File: src/shared/opc_pkg.sv
// Shared constants and carrier types of the overfill permit controller.
// Assumes a 100 MHz clock; long times are counted by a 1 ms tick.
package opc_pkg;
    localparam int unsigned CLK_HZ          = 100_000_000;
    localparam int unsigned TICK_NS         = 1_000_000;
    localparam int unsigned CLK_NS          = 10;
    localparam int unsigned TICK_CYC        = TICK_NS / CLK_NS;
    localparam int unsigned OPTIC_DET_MS    = 1000;
    localparam int unsigned WARMUP_S        = 75;
    localparam int unsigned WARMUP_MS       = WARMUP_S * 1000;
    localparam int unsigned CLEAR_MS        = 3000;
    localparam int unsigned FLASH_HALF_MS   = 250;
    localparam int unsigned SLOW_BLINK_MS   = 2000;
    localparam int unsigned FAST_BLINK_MS   = 500;
    localparam int unsigned NUM_COMP        = 8;
    localparam logic [7:0]  COMP_ALL        = 8'hff;
    localparam logic [7:0]  COMP_NONE       = 8'h00;

    typedef enum logic [2:0] {
        OPC_IDLE    = 3'b000,
        OPC_DETECT  = 3'b001,
        OPC_WARM    = 3'b010,
        OPC_MONITOR = 3'b011,
        OPC_FLASH   = 3'b100
    } opc_state_t;

    typedef enum logic [1:0] {
        OPC_SNS_NONE  = 2'b00,
        OPC_SNS_TWO   = 2'b01,
        OPC_SNS_FIVE  = 2'b10
    } opc_sensor_t;

    // Latched fault flags that travel together
    typedef struct packed {
        logic idFault;
        logic groundFault;
        logic sensorFault;
    } opc_fault_t;

    typedef struct packed {
        logic redLamp;
        logic greenLamp;
        logic [7:0] compLamp;
    } opc_lamp_t;
endpackage : opc_pkg

File: src/hw/opc_blink.sv
// Blink pattern generator: period and on-time counted in tick pulses.
// Assumes tick is a one-cycle enable on clk.
`timescale 1ns/1ps
module opc_blink #(
    parameter int unsigned PERIOD = 2000,
    parameter int unsigned ON_CNT = 1500
) (
    input  wire logic clk,      // System clock
    input  wire logic sys_rst,  // Sync reset, high
    input  wire logic tick,     // Time base enable
    output logic      lampOn    // Pattern level
);
    // Elaboration check: the pattern needs both a lit and a dark stretch
    if (PERIOD < 2 || ON_CNT == 0 || ON_CNT >= PERIOD) begin : g_bad_cfg
        $error("opc_blink: bad period or on count");
    end

    logic [31:0] cnt_ff;
    logic [31:0] nxt_cnt;

    always_comb begin
        nxt_cnt = cnt_ff;
        if (tick) begin
            nxt_cnt = (cnt_ff == PERIOD - 1) ? 32'h0 : cnt_ff + 32'h1;
        end
    end

    always_ff @(posedge clk) begin
        if (sys_rst) begin
            cnt_ff <= 32'h0;
        end else begin
            cnt_ff <= nxt_cnt;
        end
    end

    assign lampOn = (cnt_ff < ON_CNT);
endmodule : opc_blink

File: src/hw/opc_permit_ctrl.sv
// Permit decision and lamp logic of a loading-rack overfill controller.
// Assumes connector sense pins are asynchronous; bypass key lookup done outside.
`timescale 1ns/1ps
module opc_permit_ctrl #(
    parameter int unsigned TICK_DIV   = opc_pkg::TICK_CYC,
    parameter int unsigned SLOW_MS    = opc_pkg::SLOW_BLINK_MS,
    parameter int unsigned FAST_MS    = opc_pkg::FAST_BLINK_MS,
    parameter int unsigned OPTIC_MS   = opc_pkg::OPTIC_DET_MS,
    parameter int unsigned WARM_MS    = opc_pkg::WARMUP_MS,
    parameter int unsigned CLR_MS     = opc_pkg::CLEAR_MS
) (
    input  wire logic                 clk,             // 100 MHz clock
    input  wire logic                 sys_rst,         // Sync reset, high
    input  wire logic                 vehiclePresent,  // Plug sense pin
    input  wire logic                 opticReturn,     // Five-wire echo seen
    input  wire logic [7:0]           sensorWet,       // Per-compartment wet pins
    input  wire logic                 groundOk,        // Ground proven pin
    input  wire logic                 groundDetectJumper, // Jumper fitted
    input  wire logic                 vehicleIdOk,     // Id module authorised
    input  wire logic                 bypassKeyValid,  // Key on authorized_vehicle_list
    input  wire logic                 deadmanClosed,   // Deadman switch closed
    input  wire logic                 deadmanNearEnd,  // Close time nearly used
    input  wire logic                 deadmanExpired,  // Close time used up
    output logic                      permit,          // Main relay drive
    output logic                      redLamp,         // Non-permit lamp
    output logic                      greenLamp,       // Permit lamp
    output logic [7:0]                compLamp,        // Compartment lamps
    output logic                      fiveWire         // Optic sensors classified
);
    if (TICK_DIV < 2 || SLOW_MS < 4 || FAST_MS < 2
        || OPTIC_MS == 0 || WARM_MS == 0 || CLR_MS < 2) begin : g_bad_cfg
        $error("opc_permit_ctrl: bad parameter");
    end

    // Two-stage synchronisers for all pins
    localparam int unsigned SW = 17;
    logic [SW-1:0] meta_ff, sync_ff;
    always_ff @(posedge clk) begin
        if (sys_rst) begin
            meta_ff <= '0;
            sync_ff <= '0;
        end else begin
            meta_ff <= {vehiclePresent, opticReturn, sensorWet, groundOk, groundDetectJumper,
                        vehicleIdOk, bypassKeyValid, deadmanClosed, deadmanNearEnd, deadmanExpired};
            sync_ff <= meta_ff;
        end
    end
    logic       sPresent, sOptic, sGround, sJumper, sIdOk, sKey, sDmClosed, sDmNear, sDmExp;
    logic [7:0] sWet;
    assign {sPresent, sOptic, sWet, sGround, sJumper, sIdOk, sKey, sDmClosed, sDmNear, sDmExp} = sync_ff;

    // Millisecond tick divider
    logic [31:0] div_ff, nxt_div;
    logic        tick;
    always_comb begin
        nxt_div = (div_ff == TICK_DIV - 1) ? 32'h0 : div_ff + 32'h1;
    end
    always_ff @(posedge clk) begin
        if (sys_rst) div_ff <= 32'h0;
        else         div_ff <= nxt_div;
    end
    assign tick = (div_ff == TICK_DIV - 1);

    logic slowOn, fastOn, flashOn;
    opc_blink #(.PERIOD(SLOW_MS), .ON_CNT((SLOW_MS * 3) / 4)) u_slow (
        .clk(clk), .sys_rst(sys_rst), .tick(tick), .lampOn(slowOn));
    opc_blink #(.PERIOD(FAST_MS), .ON_CNT(FAST_MS / 2)) u_fast (
        .clk(clk), .sys_rst(sys_rst), .tick(tick), .lampOn(fastOn));
    opc_blink #(.PERIOD(2 * opc_pkg::FLASH_HALF_MS), .ON_CNT(opc_pkg::FLASH_HALF_MS)) u_flash (
        .clk(clk), .sys_rst(sys_rst), .tick(tick), .lampOn(flashOn));

    // Main sequencer
    opc_pkg::opc_state_t  state_ff, nxt_state;
    opc_pkg::opc_sensor_t sns_ff, nxt_sns;
    logic [31:0]          tmr_ff, nxt_tmr;
    opc_pkg::opc_fault_t  flt_ff, nxt_flt;
    logic                 byp_ff, nxt_byp;

    logic groundBad;
    assign groundBad = sJumper & ~sGround;

    always_comb begin
        nxt_state = state_ff;
        nxt_sns   = sns_ff;
        nxt_tmr   = tick ? tmr_ff + 32'h1 : tmr_ff;
        nxt_flt   = flt_ff;
        nxt_byp   = byp_ff;
        case (state_ff)
            opc_pkg::OPC_IDLE: begin
                nxt_tmr = 32'h0;
                nxt_sns = opc_pkg::OPC_SNS_NONE;
                nxt_byp = 1'b0;
                if (sPresent) begin
                    nxt_state = opc_pkg::OPC_DETECT;
                end
            end
            opc_pkg::OPC_DETECT: begin
                if (!sPresent) begin
                    nxt_state = opc_pkg::OPC_FLASH;
                    nxt_tmr   = 32'h0;
                end else if (sOptic) begin
                    nxt_sns   = opc_pkg::OPC_SNS_FIVE;
                    nxt_state = opc_pkg::OPC_MONITOR;
                end else if (tmr_ff >= OPTIC_MS) begin
                    nxt_sns   = opc_pkg::OPC_SNS_TWO;
                    nxt_state = opc_pkg::OPC_WARM;
                    nxt_tmr   = 32'h0;
                end
                // Faults latched at connection time
                nxt_flt = '{idFault: ~sIdOk, groundFault: groundBad, sensorFault: 1'b0};
            end
            opc_pkg::OPC_WARM: begin
                // Wet during warm-up is normal; only a timeout marks a sensor fault
                if (!sPresent) begin
                    nxt_state = opc_pkg::OPC_FLASH;
                    nxt_tmr   = 32'h0;
                end else if (sWet == opc_pkg::COMP_NONE) begin
                    nxt_state = opc_pkg::OPC_MONITOR;
                end else if (tmr_ff >= WARM_MS) begin
                    nxt_flt.sensorFault = 1'b1;
                    nxt_state           = opc_pkg::OPC_MONITOR;
                end
            end
            opc_pkg::OPC_MONITOR: begin
                if (!sPresent) begin
                    nxt_state = opc_pkg::OPC_FLASH;
                    nxt_tmr   = 32'h0;
                end else if (sKey) begin
                    nxt_byp = 1'b1;
                end
            end
            opc_pkg::OPC_FLASH: begin
                if (tmr_ff >= CLR_MS) begin
                    nxt_state = opc_pkg::OPC_IDLE;
                end
            end
            default: nxt_state = opc_pkg::OPC_IDLE;
        endcase
    end

    always_ff @(posedge clk) begin
        if (sys_rst) begin
            state_ff <= opc_pkg::OPC_IDLE;
            sns_ff   <= opc_pkg::OPC_SNS_NONE;
            tmr_ff   <= 32'h0;
            flt_ff   <= '0;
            byp_ff   <= 1'b0;
        end else begin
            state_ff <= nxt_state;
            sns_ff   <= nxt_sns;
            tmr_ff   <= nxt_tmr;
            flt_ff   <= nxt_flt;
            byp_ff   <= nxt_byp;
        end
    end

    // Permit decision and lamps
    logic anyFault, liveWet, allowed, bypGreen;
    logic nxt_permit, nxt_red, nxt_green, nxt_five;
    logic [7:0] nxt_comp;
    logic permit_ff, red_ff, green_ff, five_ff;
    logic [7:0] comp_ff;

    // Five-wire wetness shows on lamp 0 via loss of the optic echo
    assign liveWet  = (sns_ff == opc_pkg::OPC_SNS_FIVE) ? ~sOptic : |sWet;
    assign anyFault = flt_ff.idFault | flt_ff.groundFault | flt_ff.sensorFault | liveWet;
    // Bypass key covers latched faults only; deadman is never overridden
    assign allowed  = (state_ff == opc_pkg::OPC_MONITOR) & sPresent
                      & (~anyFault | (byp_ff & ~liveWet))
                      & sDmClosed & ~sDmExp;
    assign bypGreen = byp_ff & (flt_ff.idFault | flt_ff.groundFault);

    always_comb begin
        nxt_permit = allowed;
        nxt_red    = ~allowed;
        nxt_five   = (sns_ff == opc_pkg::OPC_SNS_FIVE);
        nxt_comp   = opc_pkg::COMP_NONE;
        if (!allowed) begin
            nxt_green = 1'b0;
        end else if (sDmNear) begin
            nxt_green = fastOn;
        end else if (bypGreen) begin
            nxt_green = slowOn;
        end else begin
            nxt_green = 1'b1;
        end
        if (state_ff == opc_pkg::OPC_FLASH) begin
            nxt_comp = flashOn ? opc_pkg::COMP_ALL : opc_pkg::COMP_NONE;
        end else if (state_ff == opc_pkg::OPC_WARM || state_ff == opc_pkg::OPC_MONITOR) begin
            nxt_comp = (sns_ff == opc_pkg::OPC_SNS_FIVE) ? {7'h00, liveWet} : sWet;
        end
    end

    always_ff @(posedge clk) begin
        if (sys_rst) begin
            permit_ff <= 1'b0;
            red_ff    <= 1'b1;
            green_ff  <= 1'b0;
            five_ff   <= 1'b0;
            comp_ff   <= opc_pkg::COMP_NONE;
        end else begin
            permit_ff <= nxt_permit;
            red_ff    <= nxt_red;
            green_ff  <= nxt_green;
            five_ff   <= nxt_five;
            comp_ff   <= nxt_comp;
        end
    end

    assign permit    = permit_ff;
    assign redLamp   = red_ff;
    assign greenLamp = green_ff;
    assign compLamp  = comp_ff;
    assign fiveWire  = five_ff;
endmodule : opc_permit_ctrl

File: config.mk
export PLATFORM = sky130hd
export DESIGN_NAME = opc_permit_ctrl
export DESIGN_NICKNAME = d
export VERILOG_FILES = /design/src/shared/opc_pkg.sv /design/src/hw/opc_blink.sv /design/src/hw/opc_permit_ctrl.sv
export SDC_FILE = /design/constraint.sdc
export NUM_CORES = 1
export LEC_CHECK = 0
export BUFFER_PORTS_ARGS = -buffer_cell sky130_fd_sc_hd__buf_2
export CORE_MARGIN = 10
export CORE_UTILIZATION = 62
export DETAILED_ROUTE_END_ITERATION = 10
export GPL_TIMING_DRIVEN = 0
export PLACE_DENSITY = 0.89
export SYNTH_ARGS = -nofsm -noshare
export SYNTH_HDL_FRONTEND = slang
export SYNTH_SLANG_ARGS = --single-unit
File: constraint.sdc
create_clock -name clk -period 2.73 [get_ports clk]
set_input_delay 0.1365 -clock clk [delete_from_list [all_inputs] [get_ports clk]]
set_output_delay 0.1365 -clock clk [all_outputs]
set_load 0.02 [all_outputs]
==> flow_metrics.env, run 1 <==
export IMPL_status="finished, violations left"
export IMPL_violations="design-rule violations"
export IMPL_cp_max_fo=10
export IMPL_post_place_ws_ns=-0.1948
export IMPL_via_count=8296
export IMPL_peakVddDrop_uv=735.2
export IMPL_period_share_pct=98.34
export IMPL_drv_cap=0
export IMPL_area_delta_synth_final_pct=15.71
export IMPL_cts_sinks=215
export IMPL_chipWidth_um=143.4
export IMPL_critical_path_required_ns=3.12
export IMPL_synth_seq_area_share_pct=45.62
export IMPL_maxSlewViolCount=0
export IMPL_hold_path_depth=3
export IMPL_wl_per_cell_um=16.84
export IMPL_synthArstFlopShare_pct=0
export IMPL_syn_inst=1094
export IMPL_crit_arrival_ns=3.07
export IMPL_wirelength_mm=23.16
export IMPL_clock_latency_ns=0.51
export IMPL_yosysTopAreaCellShare_pct=45.62
export IMPL_initialDrtViolationCount=710
export IMPL_synth_edff_count=0
export IMPL_portBuffers=30
export IMPL_power_leakage_nw=3.998
export IMPL_cp_num_cells=9
export IMPL_yosysWarnings=0
export IMPL_p_switching_mw=1.476
export IMPL_die_area_um2=20550
export IMPL_nFillCells=1021
export IMPL_finalHoldViolations=0
export IMPL_synthTopCellsByArea="dfxtp_1 (46%), xor2_1 (8.5%), nor2_1 (7.0%)"
export IMPL_pin_count=31
export IMPL_dp_cells=1312
export IMPL_avgSynthCellArea_um2=8.625
export IMPL_nNetsFinal=1195
export IMPL_drive_gt1_share_pct=10.38
export IMPL_synth_main_ff_cell="dfxtp_1"
export IMPL_cp_top_family="simple AND/OR/NAND/NOR gates"
export IMPL_cts_root_buf="clkbuf_16"
export IMPL_slew_limit_headroom_pct=36.32
export IMPL_clk_pin_slew_ns=0.06
export IMPL_cts_buffer_depth=3
export IMPL_track_usage_pct=21.34
export IMPL_p_clk_share_pct=47.1
export IMPL_synth_largest_area_cell="dfxtp_1"
export IMPL_path_class="reg2reg"
export IMPL_final_cells=1375
export IMPL_synth_area_um2=9435
export IMPL_initial_utilization_pct=62.76
export IMPL_synth_nets=1119
export IMPL_powerDensity_nw_per_um2=619.9
export IMPL_fin_ws_ns=0.04521
export IMPL_setup_viol=0
export IMPL_ys_types=58
export IMPL_crit_buf_inv=2
export IMPL_htree_levels=1
export IMPL_start_kind="flop"
export IMPL_ys_ff_latch=215
export IMPL_intPower_mw=5.292
export IMPL_reg2reg_depth=9
export IMPL_hp_class="in2reg"
export IMPL_cpMaxStageDelayCell="or3_1"
export IMPL_path_cells="ha_1, and4_2, nand2_1, or3_1, clkbuf_1, clkbuf_1, nor2_1, xnor2_1, nor2_1"
export IMPL_critPathCaptureType="flop"
export IMPL_numCtsBuffers=22
export IMPL_dp_hpwl_mm=14.22
export IMPL_drc=1
export IMPL_rsz0062_at_grt="true"
export IMPL_drtAntennaViolNets=0
export IMPL_pwr_share_seq_pct=47.5
export IMPL_min_period_ns=2.685
export IMPL_synth_most_common_cell="dfxtp_1"
export IMPL_grt_pass1_vias=7780
export IMPL_core_um2=15030
export IMPL_num_rows=45
export IMPL_clock_fmax_mhz=372.5
export IMPL_grt_pass1_wl_mm=36.94
export IMPL_die_h_um=143.4
export IMPL_overflow=0
export IMPL_cts_tree="built"
export IMPL_tightest_slew_ns=0.9465
export IMPL_hold_ws_ns=0.3974
export IMPL_clock_skew_ns=0.01344
export IMPL_max_stage_delay_ns=0.44
export IMPL_viasPerCell=6.033
export IMPL_first_pass_iters=10
export IMPL_grt_max_degree=15
export IMPL_p_comb_share_pct=5.4
export IMPL_antenna_found_initial=0
export IMPL_switching_share_pct=21.80
export IMPL_gp_congestion=0.8921
export IMPL_synthTopCellsByCount="dfxtp_1 (215), nor2_1 (176), xor2_1 (92)"
## per-stage QoR
step | cell area (µm²) | TNS (ns) | total power [mW] | utilization [%]
2_1_floorplan | 9435 | 0 | 3.516 | -
4_1_cts | 10800 | 0 | 6.756 | 71.84
3_3_place_gp | 9821 | -1.995 | 3.598 | 65.33
5_1_grt | 10910 | -0.1118 | 6.944 | 72.59
3_5_place_dp | 9821 | -1.312 | 3.606 | 65.33
6_report | 10920 | 0 | 6.768 | 72.63
## timing repair
item,4_1_cts,5_1_grt
pin swaps,0,1
endpoints found under the setup margin,23,128
resized for setup,4,36
hold endpoints to repair,19,0
gates cloned,0,0
setup buffers,0,4
hold buffers,18,0
## worst reg2reg max path, stage by stage, from the launching register on
cell and delay, ns:
dfxtp_1 0.37, ha_1 0.23, and4_2 0.33, nand2_1 0.21, or3_1 0.44, clkbuf_1 0.19, clkbuf_1 0.31, nor2_1 0.26
xnor2_1 0.18, nor2_1 0.06
## layer usage
layer  track usage (%)  vias up  wire length [µm]
met2             38.21      351             11830
met3             3.168       73              1543
met5                 0        -                 0
met1             25.08     3926              9042
li1                  -     3946                 -
met4             8.221        0               740
## kinds of logic (layout without fill, tap and decap cells)
family	after synthesis	in the layout	synth area share, %
and+or+nand+nor	583	583	31.95
DFF	215	215	45.62
xor gates and xnor gates	138	138	12.81
AOI/OAI and AO/OA	79	79	5.331
buffers and inverters	70	161	3.183
adders and majority gates	6	6	0.7956
muxes	3	3	0.3183
other	0	2	0
## state kept, by name (all words and copies together) (netlist names)
name            flops
compLamp            8
redLamp             1
u_slow.cnt_ff      32
sns_ff              2
byp_ff              1
meta_ff            17
tmr_ff             32
u_fast.cnt_ff      32
permit              1
u_flash.cnt_ff     32
greenLamp           1
state_ff            3
fiveWire            1
sync_ff            17
flt_ff              3
div_ff             32
## cells in the final DEF (no fill, tap or decap), types with 4 or more instances in the layout
cell | synthesis | final
dfxtp_1 | 215 | 215
nor2_1 | 176 | 176
xor2_1 | 92 | 92
nand2_1 | 75 | 75
nand3_1 | 66 | 65
nand4_1 | 50 | 50
xnor2_1 | 46 | 46
and3_1 | 37 | 37
nor2b_1 | 37 | 37
buf_2 | 8 | 36
nor3_1 | 37 | 33
a21oi_1 | 33 | 33
nor4_1 | 37 | 31
clkbuf_1 | 37 | 30
clkbuf_16 | 0 | 23
dlygate4sd3_1 | 0 | 18
o21ai_0 | 17 | 17
inv_1 | 15 | 15
and4_1 | 15 | 14
or3_1 | 13 | 13
clkbuf_2 | 1 | 12
nor4_2 | 6 | 10
and2_1 | 10 | 10
buf_4 | 1 | 6
ha_1 | 6 | 6
buf_1 | 5 | 5
nand2b_1 | 5 | 5
clkbuf_8 | 0 | 5
nor3_2 | 0 | 4
o211a_1 | 4 | 4
or4_1 | 4 | 4
## cell type report
type	count	area, µm²	share of cell area [%]
sequential	215	4304	39.42
inverter	15	56.30	0.5157
multi-input combinational	809	4921	45.07
clock buffer	32	659.4	6.039
timing repair buffer	52	360.3	3.300
tap	188	235.2	2.154
buffer	55	262.8	2.407
clock inverter	7	113.9	1.043
antenna	2	5.005	0.04584
## power by group through the flow
stage | Combinational, mW | Clock (mW) | Sequential [mW]
floorplan | 0.227 | 0 | 3.29
global placement | 0.318 | 0 | 3.28
detailed placement | 0.323 | 0 | 3.28
CTS | 0.347 | 3.19 | 3.22
global route | 0.400 | 3.32 | 3.22
finish | 0.363 | 3.19 | 3.22
## path summary, 6_finish.rpt
| kind | start | endpoint | slack, ns |
|---|---|---|---|
| worst min-delay path | deadmanNearEnd | meta_ff[1] | 0.40 |
| worst min register to register | sync_ff[4] | flt_ff[2] | 0.43 |
| worst max register to register | div_ff[0] | u_fast.cnt_ff[3] | 0.05 |
| worst max-delay path | div_ff[0] | u_fast.cnt_ff[3] | 0.05 |
No activity file was read; power rests on OpenSTA's default activity.
==> inputs of run 2 (changes only) <==
SYNTH_HIERARCHICAL = 1   (was default)
==> run 2 against run 1 <==
  * The run ends with negative setup slack left
  * Sequential share of layout area fell by 1.7 points
  * Synthesized cell count decreased by 0.73%
  * Die area increased by 0.96%
  * Highest routed layer unchanged
  * Via count grew 0.42%
  * Power is 0.49% higher
  * Worst hold slack got worse by 0.30 ns
  * Non-clock buffer count is 15 higher
  * Global-route usage increased by 0.37 points
  * Critical path type unchanged
  * Flip-flop and latch count stayed put
  * Sequential power barely moved
  * Cell area is 4.7% higher
  * Synthesized area up 1.1%
==> flow_metrics.env, run 2 <==
export IMPL_num_rows=45
export IMPL_clock_skew_ns=0.009192
export IMPL_slew_limit_headroom_pct=50.15
export IMPL_final_common_cell="dfxtp_1"
export IMPL_area_delta_synth_final_pct=19.87
export IMPL_switching_share_pct=23.06
export IMPL_hp_class="in2reg"
export IMPL_cp_max_fo=5
export IMPL_nNetsFinal=1209
export IMPL_synth_edff_count=0
export IMPL_crit_arrival_ns=3.17
export IMPL_fin_ws_ns=-0.04872
export IMPL_status="finished, violations left"
export IMPL_drc=0
export IMPL_intPower_mw=5.233
export IMPL_yosysWarnings=6
export IMPL_initialDrtViolationCount=525
export IMPL_synth_seq_area_share_pct=45.11
export IMPL_drtAntennaViolNets=0
export IMPL_maxSlewViolCount=0
export IMPL_via_count=8331
export IMPL_rsz0062_at_grt="true"
export IMPL_yosysTopAreaCellShare_pct=45.11
export IMPL_p_comb_share_pct=5.3
export IMPL_power_leakage_nw=4.176
export IMPL_numCtsBuffers=23
export IMPL_synth_main_ff_cell="dfxtp_1"
export IMPL_violations="negative setup slack"
export IMPL_grt_pass1_vias=8010
export IMPL_pwr_share_seq_pct=47.4
export IMPL_ys_types=61
export IMPL_synthArstFlopShare_pct=0
export IMPL_cts_sinks=215
export IMPL_path_class="reg2reg"
export IMPL_avgSynthCellArea_um2=8.785
export IMPL_overflow=0
export IMPL_drive_gt1_share_pct=15.75
export IMPL_drv_cap=0
export IMPL_final_cell_mix="dfxtp_1 (212), nor2_1 (196), xor2_1 (69), xnor2_1 (65), nand2_1 (62)"
export IMPL_track_usage_pct=21.70
export IMPL_grt_pass1_wl_mm=38.17
export IMPL_cts_tree="built"
export IMPL_post_place_ws_ns=-0.4619
export IMPL_clk_pin_slew_ns=0.06
export IMPL_chipWidth_um=144.0
export IMPL_synthTopCellsByCount="dfxtp_1 (215), nor2_1 (196), xor2_1 (69)"
export IMPL_tightest_slew_ns=0.7455
export IMPL_p_clk_share_pct=47.3
export IMPL_diodes=0
export IMPL_min_period_ns=2.779
export IMPL_peakVddDrop_uv=694.2
export IMPL_ys_ff_latch=215
export IMPL_gp_congestion=0.8768
export IMPL_antenna_found_initial=0
export IMPL_multi_input_area_um2=5105
export IMPL_grt_max_degree=17
export IMPL_cts_buffer_depth=3
export IMPL_finalHoldViolations=0
export IMPL_syn_inst=1086
export IMPL_htree_levels=1
export IMPL_pin_count=31
export IMPL_viasPerCell=6.002
export IMPL_initial_utilization_pct=62.99
export IMPL_wl_per_cell_um=16.84
export IMPL_nFillCells=944
export IMPL_clock_latency_ns=0.50
export IMPL_synth_area_um2=9540
export IMPL_clock_fmax_mhz=359.9
export IMPL_wirelength_mm=23.38
export IMPL_core_um2=15150
export IMPL_die_area_um2=20750
export IMPL_powerDensity_nw_per_um2=594.7
export IMPL_die_h_um=144.0
export IMPL_dp_hpwl_mm=13.47
export IMPL_synth_nets=1111
export IMPL_setup_viol=4
export IMPL_portBuffers=30
export IMPL_first_pass_iters=5
export IMPL_synth_most_common_cell="dfxtp_1"
export IMPL_synthTopCellsByArea="dfxtp_1 (45%), nor2_1 (7.7%), xor2_1 (6.3%)"
export IMPL_final_cells=1388
export IMPL_start_kind="flop"
export IMPL_critical_path_required_ns=3.12
export IMPL_regArea_um2=4315
export IMPL_synth_largest_area_cell="dfxtp_1"
export IMPL_cts_root_buf="clkbuf_16"
export IMPL_critPathCaptureType="flop"
export IMPL_p_switching_mw=1.568
export IMPL_period_share_pct=101.8
export IMPL_dp_cells=1304
[run 2: cell count changes after synthesis, sizes merged, moves of 12 or more]
cell | before | now
o31ai | 1 | 13
or4 | 5 | 17
buf | 17 | 29
clkbuf | 38 | 20
xnor2 | 46 | 65
xor2 | 92 | 69
nor2 | 176 | 202
[run 2: final cells by class]
cell class              instances  share of cell area (%)
well taps                     188                   2.057
clock buffers                  26                   5.306
clock inverters                15                   1.608
multi-input cells             800                   44.64
flip-flops and latches        215                   37.74
inverters                      22                  0.7221
plain buffers                  48                   2.768
repair buffers                 74                   5.164
[run 2: cells by family (layout without fill, tap and decap cells)]
family,count (synthesis),in the layout,share of synthesized area [%]
mux,5,5,0.5246
compound gates,81,81,5.299
simple gates,574,574,32.42
fa+ha+maj,6,6,0.7869
flops,215,215,45.11
buf+inv,71,185,3.554
xor+xnor,134,134,12.30
[run 2: power by group through the flow]
stage / clock, mW / sequential (mW) / combinational [mW]
after floorplan: 0 / 3.30 / 0.208
after global placement: 0 / 3.29 / 0.300
after detailed placement: 0 / 3.29 / 0.308
after CTS: 3.24 / 3.22 / 0.337
after global routing: 3.39 / 3.23 / 0.387
final: 3.21 / 3.23 / 0.359
[run 2: worst paths after layout]
path,startpoint,end,slack (ns),cells past startpoint
max,div_ff[24],u_flash/cnt_ff[29],-0.05,10
min,sys_rst,u_slow/cnt_ff[30],0.10,3
max reg2reg,div_ff[24],u_flash/cnt_ff[29],-0.05,10
min reg2reg,meta_ff[14],sync_ff[14],0.44,1
[run 2: routing by layer]
layer / routed length (µm) / share of wire [%] / track usage [%]
met5: 0 / 0 / 0
met1: 9492 / 41 / 25.71
met2: 11780 / 50 / 38.37
met3: 1408 / 6.0 / 3.903
met4: 696 / 3.0 / 7.738
[run 2: through the flow]
step	TNS [ns]	power [mW]	hold WS, ns	utilization (%)	cell area, µm²
finish	-0.1152	6.801	0.1020	75.51	11440
CTS	0	6.801	0.08229	73.51	11130
global route	-1.646	7.006	0.1300	75.51	11440
global placement	-23.17	3.589	0.3451	65.80	9966
floorplan	-0.01495	3.506	0.2647	-	9580
detailed placement	-27.51	3.602	0.3520	65.80	9966
[run 2: worst max-delay path, cell delays in order (launching register included)]
cell	delay, ns
dfxtp_4	0.36
nor4_4	0.34
nand3_2	0.18
nor3_4	0.32
buf_12	0.16
nand4_1	0.12
or4_4	0.51
buf_12	0.18
nor4_4	0.28
xnor2_1	0.17
nor2_1	0.06
[run 2: what timing repair did]
action                     CTS  global route
gates resized for setup     20            38
pin swaps                    4            17
hold endpoints to repair    17             0
setup endpoints to repair   94            93
hold buffers                17             0
cloned                       1             2
buffers inserted            10            14
